$ cat src/hw/fcmb_pkg.sv
// Purpose: constants shared by the field command mailbox
// Assumes: 32-bit apb, byte addresses, four hart channels
// Notes:   record n sits at rec_base + 8*n, two words per record
package fcmb_pkg;

  // apb map
  localparam int          ADDR_W      = 12;
  localparam logic [11:0] CTRL_OFS    = 12'h000;
  localparam logic [11:0] STAT_OFS    = 12'h004;
  localparam logic [11:0] VSEL_OFS    = 12'h008;
  localparam logic [11:0] REV_OFS     = 12'h00c;
  localparam logic [11:0] IN_OFS      = 12'h020;
  localparam logic [11:0] REC_BASE    = 12'h400;

  // record numbers
  localparam logic [7:0]  REQ_REC_LO  = 8'h50;
  localparam logic [7:0]  REQ_REC_HI  = 8'h56;
  localparam logic [7:0]  VAR_REC     = 8'h79;
  localparam logic [7:0]  MAP_REC     = 8'h8c;

  // request word 0 layout
  localparam int          SHC_BIT     = 8;
  localparam int          BURST_BIT   = 9;

  // processing status codes
  localparam logic [1:0]  PS_IDLE     = 2'h0;
  localparam logic [1:0]  PS_BUSY     = 2'h1;
  localparam logic [1:0]  PS_OK       = 2'h2;
  localparam logic [1:0]  PS_ERR      = 2'h3;

  // codes the block writes into a rejected response
  localparam logic [7:0]  ERR_INTERP  = 8'h01;
  localparam logic [7:0]  ERR_RESERVED = 8'h02;

  // polling commands and revisions
  localparam logic [7:0]  CMD_VAR_OLD = 8'h03;
  localparam logic [7:0]  CMD_VAR_NEW = 8'h09;
  localparam logic [7:0]  REV_NEW     = 8'h07;
  localparam logic [7:0]  REV_RESET   = 8'h05;

  // quality codes, status2 mask and response codes
  localparam logic [7:0]  QC_OK       = 8'h80;
  localparam logic [7:0]  QC_UNC      = 8'h78;
  localparam logic [7:0]  QC_MANUAL   = 8'h78;
  localparam logic [7:0]  QC_POOR     = 8'h68;
  localparam logic [7:0]  QC_BAD      = 8'h28;
  localparam logic [7:0]  QC_MORE     = 8'h88;
  localparam logic [7:0]  QC_UPD      = 8'h84;
  localparam logic [7:0]  QC_ACC      = 8'h24;
  localparam logic [7:0]  QC_COMM     = 8'h23;
  localparam logic [7:0]  QC_INIT     = 8'h37;
  localparam logic [7:0]  QC_SYS      = 8'h00;
  localparam logic [7:0]  ST2_UNC_MASK = 8'h17;
  localparam logic [7:0]  RC_UPDATE   = 8'h08;
  localparam logic [7:0]  RC_ACCESS   = 8'h10;

  // input area
  localparam logic [4:0]  IN_AREA_BYTES = 5'h14;

  // timing
  localparam int          CLK_PERIOD_NS = 40;
  localparam int          TICK_NS       = 1000000;
  localparam int          RES_TIME_MS   = 2000;
  localparam logic [10:0] RES_TICKS     = 11'(RES_TIME_MS);

  typedef enum logic [1:0] {S_IDLE, S_REQ, S_WAIT} fcmb_state_type;

endpackage

$ cat src/hw/fcmb_top.sv
// Purpose: four-channel hart request/response mailbox with polling
// Assumes: field link logic runs on pclk, one job in flight at a time
// Notes:   apb answers with zero wait states
// Summary of operation
// request on even record, response on next
// bad request flagged, still readable back
// client reads response before next request
// newer request overwrites pending response
// response carries processing status field
// client reads whole response record
// accepted request locks record, writes busy
// lock released when command finishes
// flagged command reserves link two seconds
// each flagged command restarts reservation
// unflagged command or timeout ends reservation
// poll variables, command by revision
// variable record always readable
// mapping record selects input variables
// mapped input area is twenty bytes
// value word then quality byte
// quality byte field layout
// old revisions use status bytes only
// old revisions default quality 80
// listed status bits give quality 78
// error and response codes give quality
// quality starts at 37 after reset
// one client per channel
// burst commands refused with error, never forwarded
// reservation timed by prescaled tick counter
`timescale 1ns/1ps
`default_nettype none
module fcmb_top #(
  parameter int TICK_CYCLES = fcmb_pkg::TICK_NS / fcmb_pkg::CLK_PERIOD_NS
) (
  input  wire logic                      pclk,              // bus clock
  input  wire logic                      presetn,           // async reset
  input  wire logic                      psel,              // apb select
  input  wire logic                      penable,           // apb enable
  input  wire logic                      pwrite,            // apb write
  input  wire logic [fcmb_pkg::ADDR_W-1:0] paddr,           // byte address
  input  wire logic [31:0]               pwdata,            // write data
  output logic      [31:0]               prdata,            // read data
  output logic                           pready,            // apb ready
  output logic                           pslverr,           // busy/unmapped
  output logic                           hart_req_valid,    // job offered
  input  wire logic                      hart_req_ready,    // job taken
  output logic      [1:0]                hart_req_ch,       // channel
  output logic      [7:0]                hart_req_cmd,      // command
  output logic      [31:0]               hart_req_data,     // payload
  input  wire logic                      hart_rsp_valid,    // answer pulse
  input  wire logic [7:0]                hart_rsp_code,     // response code
  input  wire logic [7:0]                hart_rsp_status1,  // status 1
  input  wire logic [7:0]                hart_rsp_status2,  // status 2
  input  wire logic [7:0]                hart_rsp_dvs,      // var status
  input  wire logic [31:0]               hart_rsp_data,     // value
  input  wire logic                      hart_rsp_comm_err, // no answer
  output logic      [4:0]                in_area_bytes      // input size
);
  import fcmb_pkg::*;

  // quality encoding of one polled answer
  function automatic logic [7:0] fcmb_quality(
    input logic       rev_new,
    input logic       comm_err,
    input logic [7:0] rc,
    input logic [7:0] st1,
    input logic [7:0] st2,
    input logic [7:0] dvs);
    logic [7:0] q;
    q = QC_OK;
    // error codes first
    if (comm_err || st1[7])
      q = QC_COMM;
    else if (rc == RC_UPDATE)
      q = QC_UPD;
    else if (rc == RC_ACCESS)
      q = QC_ACC;
    // status bytes only
    else if (!rev_new) begin
      // uncertain bits, R19 others stay 80
      q = ((st2 & ST2_UNC_MASK) != 8'h00) ? QC_UNC : QC_OK;
    end else begin
      // quality, sub-status, limits
      case (dvs[7:6])
        2'b11:   q = dvs[3] ? QC_MORE : QC_OK;
        2'b10:   q = QC_MANUAL;
        2'b01:   q = QC_POOR;
        default: q = QC_BAD;
      endcase
      q[1:0] = dvs[5:4];
    end
    return q;
  endfunction

  fcmb_state_type state;
  logic        hart_en;
  logic [3:0]  vsel;
  logic [31:0] rev_reg;
  logic [31:0] map_reg;
  logic [31:0] req_w0   [4];
  logic [31:0] req_data [4];
  logic [31:0] rsp_stat [4];
  logic [31:0] rsp_data [4];
  logic [31:0] var_val  [16];
  logic [7:0]  var_qc   [16];
  logic [3:0]  lock;
  logic [3:0]  job_pend;
  logic [3:0]  rsp_unread;
  logic [1:0]  cur_ch;
  logic        cur_poll;
  logic [3:0]  poll_idx;
  logic [7:0]  cur_cmd;
  logic [31:0] cur_data;
  logic        res_active;
  logic [1:0]  res_ch;
  logic [10:0] res_ms;
  logic [15:0] tick_cnt;

  // apb decode
  wire         acc_wr   = psel && penable && pwrite;
  wire         acc_rd   = psel && penable && !pwrite;
  wire         setup    = psel && !penable;
  wire  [11:0] rec_off  = paddr - REC_BASE;
  wire  [7:0]  rec_num  = rec_off[10:3];
  wire         rec_word = paddr[2];
  wire         rec_in   = (paddr >= REC_BASE) && !rec_off[11];
  wire  [7:0]  rec_rel  = rec_num - REQ_REC_LO;
  wire  [1:0]  rec_ch   = rec_rel[2:1];
  // fixed record pairs per channel
  wire         chan_rec = rec_in && (rec_num >= REQ_REC_LO)
                          && (rec_num <= REQ_REC_HI + 8'h01);
  wire         hit_req  = chan_rec && !rec_num[0];
  wire         hit_rsp  = chan_rec && rec_num[0];
  wire         hit_var  = rec_in && (rec_num == VAR_REC);
  wire         hit_map  = rec_in && (rec_num == MAP_REC);
  wire         hit_ctrl = (paddr == CTRL_OFS);
  wire         hit_stat = (paddr == STAT_OFS);
  wire         hit_vsel = (paddr == VSEL_OFS);
  wire         hit_rev  = (paddr == REV_OFS);
  wire  [11:0] in_off   = paddr - IN_OFS;
  wire  [2:0]  in_idx   = in_off[4:2];
  wire         hit_in   = (paddr >= IN_OFS) && (in_off < 12'h014);
  wire         wr_ok    = hit_ctrl || hit_vsel || hit_rev || hit_map
                          || hit_req;
  wire         rd_ok    = wr_ok || hit_stat || hit_in || hit_rsp
                          || hit_var;
  // busy answer on locked request
  wire         busy_wr  = hit_req && lock[rec_ch];
  wire         err_now  = pwrite ? (!wr_ok || busy_wr) : !rd_ok;
  wire         req_wr   = acc_wr && hit_req && !lock[rec_ch];
  wire         accept   = req_wr && !rec_word;

  // mapping slots, R16 value then quality
  logic [31:0] slot_val [4];
  logic [7:0]  slot_qc  [4];
  logic [3:0]  slot_en;
  for (genvar k = 0; k < 4; k++) begin : g_slot
    wire [7:0] m   = map_reg[8*k +: 8];
    wire [3:0] idx = m[3:0];
    assign slot_en[k]  = m[7];
    assign slot_val[k] = m[7] ? var_val[idx] : 32'h0;
    assign slot_qc[k]  = m[7] ? var_qc[idx] : QC_SYS;
  end
  // twenty extra bytes when any slot is mapped, none otherwise
  assign in_area_bytes = (slot_en != 4'h0) ? IN_AREA_BYTES : 5'h00;

  wire  [31:0] in_word  = (in_idx < 3'h4) ? slot_val[in_idx[1:0]]
                          : {slot_qc[3], slot_qc[2], slot_qc[1], slot_qc[0]};
  wire  [31:0] stat_word = {20'h0, rsp_unread, lock, 1'b0, res_active,
                            res_ch};
  // request readback, R13 variables any time
  wire  [31:0] rd_data  =
      hit_ctrl ? {31'h0, hart_en} :
      hit_stat ? stat_word :
      hit_vsel ? {28'h0, vsel} :
      hit_rev  ? rev_reg :
      hit_in   ? in_word :
      hit_req  ? (rec_word ? req_data[rec_ch] : req_w0[rec_ch]) :
      hit_rsp  ? (rec_word ? rsp_data[rec_ch] : rsp_stat[rec_ch]) :
      hit_var  ? (rec_word ? {24'h0, var_qc[vsel]} : var_val[vsel]) :
      hit_map  ? map_reg : 32'h0;

  assign pready  = 1'b1;
  assign pslverr = psel && penable && err_now;

  always_ff @(posedge pclk or negedge presetn) begin
    if (!presetn)
      prdata <= 32'h0;
    else if (setup && !pwrite)
      prdata <= rd_data;
  end

  always_ff @(posedge pclk or negedge presetn) begin
    if (!presetn) begin
      hart_en <= 1'b0;
      vsel    <= 4'h0;
      rev_reg <= {4{REV_RESET}};
      map_reg <= 32'h0;
    end else if (acc_wr) begin
      if (hit_ctrl)
        hart_en <= pwdata[0];
      if (hit_vsel)
        vsel <= pwdata[3:0];
      if (hit_rev)
        rev_reg <= pwdata;
      if (hit_map)
        map_reg <= pwdata;
    end
  end

  // job selection
  wire  [1:0]  pick      = job_pend[0] ? 2'd0 : job_pend[1] ? 2'd1 :
                           job_pend[2] ? 2'd2 : 2'd3;
  wire         take_ext  = (state == S_IDLE) && (job_pend != 4'h0);
  wire         ext_burst = req_w0[pick][BURST_BIT];
  wire         ext_block = res_active && (pick != res_ch);
  // burst never forwarded, R9 others refused
  wire         ext_rej   = take_ext && (ext_burst || ext_block);
  wire         ext_issue = take_ext && !ext_rej;
  wire         ext_shc   = req_w0[pick][SHC_BIT];
  // no polling while reserved
  wire         poll_go   = (state == S_IDLE) && (job_pend == 4'h0)
                           && hart_en && !res_active;
  wire  [1:0]  poll_ch   = poll_idx[3:2];
  wire  [7:0]  poll_rev  = rev_reg[8*poll_ch +: 8];
  // command by revision
  wire  [7:0]  poll_cmd  = (poll_rev >= REV_NEW) ? CMD_VAR_NEW
                                                 : CMD_VAR_OLD;
  wire         rsp_done  = (state == S_WAIT) && hart_rsp_valid;
  wire         ext_done  = rsp_done && !cur_poll;
  wire         finish    = ext_rej || ext_done;
  wire  [1:0]  fin_ch    = ext_rej ? pick : cur_ch;
  wire         rsp_bad   = hart_rsp_comm_err || hart_rsp_status1[7];
  wire  [7:0]  fin_code  = !ext_rej ? hart_rsp_code :
                           ext_burst ? ERR_INTERP : ERR_RESERVED;
  // status in every response
  wire  [1:0]  fin_ps    = (ext_rej || rsp_bad) ? PS_ERR : PS_OK;
  wire         rsp_read  = acc_rd && hit_rsp && !rec_word;

  assign hart_req_valid = (state == S_REQ);
  assign hart_req_ch    = cur_ch;
  assign hart_req_cmd   = cur_cmd;
  assign hart_req_data  = cur_data;

  always_ff @(posedge pclk or negedge presetn) begin
    if (!presetn) begin
      state    <= S_IDLE;
      cur_ch   <= 2'd0;
      cur_poll <= 1'b0;
      cur_cmd  <= 8'h00;
      cur_data <= 32'h0;
    end else begin
      case (state)
        S_IDLE: begin
          if (ext_issue || poll_go) begin
            state    <= S_REQ;
            cur_ch   <= ext_issue ? pick : poll_ch;
            cur_poll <= !ext_issue;
            cur_cmd  <= ext_issue ? req_w0[pick][7:0] : poll_cmd;
            cur_data <= ext_issue ? req_data[pick]
                                  : {30'h0, poll_idx[1:0]};
          end
        end
        S_REQ:   if (hart_req_ready) state <= S_WAIT;
        S_WAIT:  if (hart_rsp_valid) state <= S_IDLE;
        default: state <= S_IDLE;
      endcase
    end
  end

  // mailbox per channel
  always_ff @(posedge pclk or negedge presetn) begin
    if (!presetn) begin
      lock       <= 4'h0;
      job_pend   <= 4'h0;
      rsp_unread <= 4'h0;
      for (int i = 0; i < 4; i++) begin
        req_w0[i]   <= 32'h0;
        req_data[i] <= 32'h0;
        rsp_stat[i] <= 32'h0;
        rsp_data[i] <= 32'h0;
      end
    end else begin
      // unread marker, set wins over read
      if (rsp_read)
        rsp_unread[rec_ch] <= 1'b0;
      if (req_wr && rec_word)
        req_data[rec_ch] <= pwdata;
      if (take_ext)
        job_pend[pick] <= 1'b0;
      if (finish) begin
        // unlock on completion
        lock[fin_ch]       <= 1'b0;
        rsp_unread[fin_ch] <= 1'b1;
        rsp_stat[fin_ch]   <= {hart_rsp_status1, hart_rsp_status2,
                               fin_code, 6'h0, fin_ps};
        rsp_data[fin_ch]   <= ext_rej ? 32'h0 : hart_rsp_data;
      end
      if (accept) begin
        // store and lock, R4 old response dropped
        req_w0[rec_ch]   <= pwdata;
        lock[rec_ch]     <= 1'b1;
        job_pend[rec_ch] <= 1'b1;
        rsp_stat[rec_ch] <= {24'h0, 6'h0, PS_BUSY};
      end
    end
  end

  // polled variables
  always_ff @(posedge pclk or negedge presetn) begin
    if (!presetn) begin
      poll_idx <= 4'h0;
      for (int i = 0; i < 16; i++) begin
        var_val[i] <= 32'h0;
        // startup quality
        var_qc[i]  <= QC_INIT;
      end
    end else if (rsp_done && cur_poll) begin
      var_val[poll_idx] <= hart_rsp_data;
      var_qc[poll_idx]  <= fcmb_quality(rev_reg[8*cur_ch +: 8] >= REV_NEW,
                             hart_rsp_comm_err, hart_rsp_code,
                             hart_rsp_status1, hart_rsp_status2,
                             hart_rsp_dvs);
      poll_idx <= poll_idx + 4'h1;
    end
  end

  // millisecond tick for the reservation
  wire tick = (tick_cnt == 16'(TICK_CYCLES - 1));
  always_ff @(posedge pclk or negedge presetn) begin
    if (!presetn)
      tick_cnt <= 16'h0;
    else
      tick_cnt <= tick ? 16'h0 : tick_cnt + 16'h1;
  end

  always_ff @(posedge pclk or negedge presetn) begin
    if (!presetn) begin
      res_active <= 1'b0;
      res_ch     <= 2'd0;
      res_ms     <= 11'h0;
    end else if (ext_issue && ext_shc) begin
      // reserve, R10 restart window
      res_active <= 1'b1;
      res_ch     <= pick;
      res_ms     <= RES_TICKS;
    end else if (ext_issue && res_active) begin
      // unflagged command ends it
      res_active <= 1'b0;
      res_ms     <= 11'h0;
    end else if (res_active && tick) begin
      // timeout ends it
      res_ms <= res_ms - 11'h1;
      if (res_ms == 11'h1)
        res_active <= 1'b0;
    end
  end
endmodule
`default_nettype wire

$ cat config.mk
export PLATFORM = sky130hd
export DESIGN_NAME = fcmb_top
export DESIGN_NICKNAME = d
export VERILOG_FILES = /design/src/hw/fcmb_pkg.sv /design/src/hw/fcmb_top.sv
export SDC_FILE = /design/constraint.sdc
export NUM_CORES = 2
export LEC_CHECK = 0
export BUFFER_PORTS_ARGS = -buffer_cell sky130_fd_sc_hd__buf_2
export CAP_MARGIN = 25
export CELL_PAD_IN_SITES_DETAIL_PLACEMENT = 1
export CELL_PAD_IN_SITES_GLOBAL_PLACEMENT = 1
export CORE_ASPECT_RATIO = 1.25
export CORE_MARGIN = 8
export CORE_UTILIZATION = 45
export CTS_BUF_LIST = sky130_fd_sc_hd__clkbuf_4
export DETAILED_ROUTE_END_ITERATION = 7
export PLACE_DENSITY_LB_ADDON = 0.1
export SKIP_LAST_GASP = 1
export SLEW_MARGIN = 20
export SYNTH_ARGS = -nofsm -noshare
export SYNTH_HDL_FRONTEND = slang
export SYNTH_SLANG_ARGS = --single-unit
export TNS_END_PERCENT = 20
$ cat constraint.sdc
create_clock -name pclk -period 2.8 [get_ports pclk]
set_input_delay 0.28 -clock pclk [delete_from_list [all_inputs] [get_ports pclk]]
set_output_delay 0.28 -clock pclk [all_outputs]
set_load 0.01 [all_outputs]
=== Word level (Yosys, flattened, before mapping) ===
Cells that the tools add are included.

* Flip-flop bits (word level): 1344
* Output and inout bits: 82
* Logic and storage cells: 358

* Add/subtract/negate cells: 6
* Magnitude comparators: 27
* Equal/unequal tests: 18
* Shift operators: 2
* Mux-type cells: 136
* Bitwise logic cells: 22
* Reduce and logical (&&, ||, !) cells: 81

{| class="wikitable"
|+ Operator list
! operator !! count
|-
| $mux 32 || 44
|-
| $bmux 32 s4 || 5
|-
| $bwmux 128 || 5
|-
| $bwmux 512 || 1
|-
| $bmux 32 s2 || 7
|-
| $mux 128 || 2
|-
| $mux 8 || 23
|-
| $bmux 8 s4 || 5
|-
| $demux 32 s2 || 2
|-
| $demux 32 s4 || 1
|-
| $and 124x124->124 || 1
|-
| $not 124->124 || 1
|-
| $shiftx 32x6->8 || 2
|-
| $logic_and 1x1->1 || 40
|-
| $mux 11 || 3
|-
| $demux 8 s4 || 1
|-
| $mux 4 || 8
|-
| $ge 5x5->1 const B || 6
|-
| $not 4->5 || 6
|-
| $eq 12x4->1 const B || 2
|-
| $pmux 8 s3 || 1
|-
| $mux 10 || 2
|-
| $add 16x1->16 const B || 1
|-
| $eq 16x15->1 const B || 1
|-
| other kinds (49) || 122
|}

=== Depth between registers and ports, before layout ===
* Depth after elaboration: 19
* Depth in mapped cells: 13
* Mapped depth without buffers: 9

=== Worst setup path before layout ===
OpenSTA, ideal clock, no wires.

* Kind: input -> register
* From: input paddr[5] in the netlist's numbering
* To: register prdata[0]
* Arrival: 2590 ps
* Data required time: 2668 ps
* Path slack: 78 ps
* Stages: 12
* Buffers on the path: 3
* Path through: buf_2 buf_2 inv_1 ha_1 and3b_1 nand4_1 or2_2 clkbuf_1 nor2_1 o21ai_0 a2111oi_0 nor2_1

* Word-level cells in the longest chain between the ends: 14

{| class="wikitable"
|+ RTL lines
! what !! RTL line !! RTL
|-
| start: declaration || fcmb_top.sv:40 || <nowiki>input wire logic [fcmb_pkg::ADDR_W-1:0] paddr,</nowiki>
|-
| $sub 12x11->12 || fcmb_top.sv:123 || <nowiki>wire [11:0] rec_off = paddr - REC_BASE;</nowiki>
|-
| $sub 3x1->3 || fcmb_top.sv:127 || <nowiki>wire [7:0] rec_rel = rec_num - REQ_REC_LO;</nowiki>
|-
| $not 2->3 (implied by the code) || fcmb_top.sv:178, fcmb_top.sv:179 ||
|-
| $bmux 32 s2 || fcmb_top.sv:179 || <nowiki>hit_rsp ? (rec_word ? rsp_data[rec_ch] : rsp_stat[rec_ch]) :</nowiki>
|-
| $mux 32 (implied by the code) (2 in a row) || fcmb_top.sv:179 ||
|-
| $mux 32 (2 in a row) || fcmb_top.sv:179 ||
|-
| $mux 32 || fcmb_top.sv:178 || <nowiki>hit_req ? (rec_word ? req_data[rec_ch] : req_w0[rec_ch]) :</nowiki>
|-
| $mux 32 || fcmb_top.sv:177 || <nowiki>hit_in ? in_word :</nowiki>
|-
| $mux 32 || fcmb_top.sv:176 || <nowiki>hit_rev ? rev_reg :</nowiki>
|-
| $mux 32 || fcmb_top.sv:175 || <nowiki>hit_vsel ? {28'h0, vsel} :</nowiki>
|-
| $mux 32 || fcmb_top.sv:174 || <nowiki>hit_stat ? stat_word :</nowiki>
|-
| $mux 32 * || fcmb_top.sv:173 || <nowiki>hit_ctrl ? {31'h0, hart_en} :</nowiki>
|-
| end signal: assignment || fcmb_top.sv:190 || <nowiki>prdata <= rd_data;</nowiki>
|-
| end: declaration || fcmb_top.sv:42 || <nowiki>output logic [31:0] prdata,</nowiki>
|}

Mark *: on every way between the ends. The rest lies on a longest branch, timed or not. The select of a mux whose other input is x is not followed.
A chain may end at the register's enable or synchronous reset.

=== Final worst setup path ===
* From: register vsel[0]
* To: register prdata[20]

* Word-level cells in the longest chain between the ends: 13

{| class="wikitable"
|+ RTL lines
! what !! RTL line !! RTL
|-
| start: declaration || fcmb_top.sv:97 || <nowiki>logic [3:0] vsel;</nowiki>
|-
| start signal: assignment || fcmb_top.sv:203 || <nowiki>vsel <= pwdata[3:0];</nowiki>
|-
| $not 4->5 (implied by the code) || fcmb_top.sv:180 || <nowiki>hit_var ? (rec_word ? {24'h0, var_qc[vsel]} : var_val[vsel]) :</nowiki>
|-
| $bmux 32 s4 || fcmb_top.sv:180 ||
|-
| $mux 32 (implied by the code) (2 in a row) || fcmb_top.sv:180 ||
|-
| $mux 32 (2 in a row) || fcmb_top.sv:180 ||
|-
| $mux 32 || fcmb_top.sv:179 ||
|-
| $mux 32 || fcmb_top.sv:178 ||
|-
| $mux 32 || fcmb_top.sv:177 ||
|-
| $mux 32 || fcmb_top.sv:176 ||
|-
| $mux 32 || fcmb_top.sv:175 ||
|-
| $mux 32 || fcmb_top.sv:174 ||
|-
| $mux 32 || fcmb_top.sv:173 ||
|}

Every way passes these cells. The select of a mux whose other input is x is not followed.

==> results by group <==
Run status
  – Outcome: finished, violations left
  – Failing checks: negative hold slack, negative setup slack

Clocking
  – Worst-path clk slew: 0.08 ns
  – Clock root buffer: clkbuf_4
  – Total clock sinks: about 1300
  – Worst-Skew Late Latency: approximately 1.4 ns
  – H-tree Lvls: 5
  – Inserted Clock Buffers: ~380
  – Max clock buf depth: 4
  – CTS tree: done

Worst setup path
  – Crit path max fanout: 11
  – Element type at the critical path end: flop
  – Worst Path Class, Setup: reg2reg
  – Worst Setup Start Kind: flop
  – Critical path arrival: approximately 4.4 ns
  – Crit path required time: 4.01 ns

STA
  – Final hold slack: -0.04108 ns
  – # setup viols final: 49
  – Period Utilization, post-route: 1.136
  – FMAX: 314.4 MHz
  – Min Tclk post-route: between 3 and 4 ns
  – Post-Route Setup TNS: -4.739 ns
  – Final worst slack: -0.3806 ns
  – RSZ-0062 raised after global routing: yes
  – Final hold vios: 1
  – Rel. slew slack: 0.2433
  – Max-slew violation count: 0
  – Worst slew pin tran: 1.131 ns
  – Fin Clk Skew: about 0.12 ns

Min path
  – HP Class: in2reg

Finish
  – Area delta synth->final: 23.13%
  – Biggest register: var_val
  – Share of cells above drive strength 1: 0.4380
  – Core Util, Final: 0.5578
  – Flip-flop count of the largest register after layout: 512
  – NumNets Final: 8114

Global routing
  – Initial antenna violation count: 45
  – Vias in the first global route: 75070
  – GRT Total Usage: 0.3983
  – Largest net degree at the start of global routing: 86
  – Global route total overflow: 0
  – First-pass GRT wire length: 575800 µm

Synthesis
  – Post-Syn Area: 83390 µm²
  – Cell with the most instances after synthesis: dfrtp_1
  – Sequential area share after synthesis: 0.4046
  – Largest area contributor in the netlist: dfrtp_1
  – Post-synth EDFFs: 0
  – Post-synthesis area per instance: 12.09 µm²
  – Synth unique cells: 82
  – Synth cell count leaders: dfrtp_1, nand2_1, mux4_2
  – Synth warnings: 0
  – Post-synth top flop: dfrtp_1
  – Synthesized instance count: roughly 7000
  – Synth area leaders: dfrtp_1, mux4_2, mux2_2, nand2_1, mux2i_1
  – Asr flop ratio synth: 1.000
  – Synth Register Bits: between 1000 and 1500
  – Share of the synthesized area in the top cell type: 0.3769

Floorplanning
  – DIE AREA: 199400 µm²
  – Io pins: 198
  – Die height: 497.3 µm
  – Core Footprint: about 180000 µm²
  – Die W: 401.0 µm
  – Row count: between 150 and 200
  – Starting Density: 0.4530

Pwr
  – P per Cell Area: roughly 440 nW/µm²
  – Pleak: ~45 nW
  – Peak supply drop: 0.3289 mV
  – Total chip power: 45.49 mW

Detailed routing
  – Drt pass-1 iters: 6
  – Vias per std cell: between 6 and 7
  – Antenna viol nets, final: 0
  – WL/cell: 38.00 µm
  – Routed wire length: 405900 µm
  – Drt drc: 0
  – Starting DRT DRC Count: 8136
  – Via count: just over 70000

Placement
  – Port bufs: 190
  – HPWL Detailed: around 280000 µm
  – GP Congestion: 1.018
  – Place WS: -1.086 ns

Job
  – Max Cap Viol: 0
[cell type report]
cell class                      count  area [µm²]
Inverter                           32       121.4
Fill cell                       18810       81420
Timing Repair Buffer             1374       13530
Clock inverter                     92       494.2
Antenna cell                       30       75.07
Clock buffer                      562        4219
Multi-Input combinational cell   4847       47420
Sequential cell                  1344       33810
Tap cell                         2403        3007
[stage by stage]
stage                     area, µm²  cells
after floorplan               83400   6900
after global placement        93930   9685
after detailed placement      93930   9685
after CTS                    101800  10610
after global routing         102600  10660
final                        102700  10680
[routing by layer]
layer,GRT usage,up-vias,wire (µm)
met1,0.4861,38140,146600
met3,0.1172,1359,41320
met4,0.2710,20,34180
met5,0,-,151
met2,0.6116,4545,183600
li1,-,28610,-
[cell usage in the layout, fill, tap and decap left out, types with 15 or more instances in the layout]
master | synthesis | final
buf_2 | 138 | 184
clkinv_1 | 0 | 72
a21oi_1 | 227 | 222
o21ai_1 | 4 | 15
o221ai_1 | 19 | 18
mux4_2 | 880 | 880
nor2b_1 | 57 | 54
nor4_1 | 20 | 17
o211ai_1 | 20 | 20
mux2i_1 | 365 | 363
xnor2_1 | 15 | 15
a221oi_1 | 56 | 53
a22oi_1 | 95 | 76
dlygate4sd3_1 | 0 | 232
nor3_1 | 44 | 39
buf_6 | 4 | 21
diode_2 | 0 | 30
inv_1 | 30 | 29
ha_1 | 17 | 17
o21ai_0 | 436 | 424
dfrtp_4 | 0 | 16
dfstp_2 | 88 | 88
nor2_1 | 303 | 291
nand2_1 | 981 | 963
a22o_1 | 17 | 17
clkbuf_4 | 0 | 562
a211oi_1 | 62 | 55
mux2_2 | 760 | 758
and2_1 | 24 | 22
buf_4 | 46 | 701
and3_1 | 51 | 50
dfrtp_1 | 1256 | 1232
a22oi_2 | 0 | 19
nand4_1 | 26 | 26
buf_12 | 0 | 214
nand3_1 | 105 | 97
o22ai_1 | 41 | 40
[report_power, final]
part,switching (mW),internal [mW]
logic,3.05,2.09
clock network,9.16,9.57
registers,0.822,20.8
[repair_timing]
action	in CTS	in global routing
endpoints found under the setup margin	64	110
setup buffers	36	45
gates resized for setup	71	94
hold buffers	233	1
pin swaps	16	40
cloned	3	4
hold endpoints to repair	2615	8
[critical path, stage by stage (launching register included)]
cell and delay, ns:
dfrtp_4 0.43, buf_4 0.15, buf_8 0.20, mux4_2 0.54, a22oi_1 0.26, nand2_2 0.21
a221o_1 0.44, and3_2 0.28, o2bb2ai_4 0.31, o21ai_0 0.17
[final timing paths]
path,slack [ns],from,endpoint,depth (start not counted)
max in group asynchronous,1.54,presetn,rsp_data[37]$_DFFE_PN0P_,5
max reg2reg,-0.38,vsel[0]$_DFFE_PN0P_,prdata[20]$_DFFE_PN0P_,9
max,-0.38,vsel[0]$_DFFE_PN0P_,prdata[20]$_DFFE_PN0P_,9
min in group asynchronous,0.09,presetn,req_data[40]$_DFFE_PN0P_,4
min reg2reg,0.46,req_w0[19]$_DFFE_PN0P_,req_w0[19]$_DFFE_PN0P_,2
min,-0.04,paddr[4],prdata[5]$_DFFE_PN0P_,8
[cell families after synthesis]
kind of cell               share of synthesized area
xor gates and xnor gates                    0.003046
other                                     0.00009005
muxes                                         0.3852
and+or+nand+nor                              0.08568
AOI/OAI and AO/OA                            0.08243
adders and majority gates                   0.002551
buffers and inverters                        0.03643
DFF                                           0.4046
No activity file was read; power rests on OpenSTA's default activity.
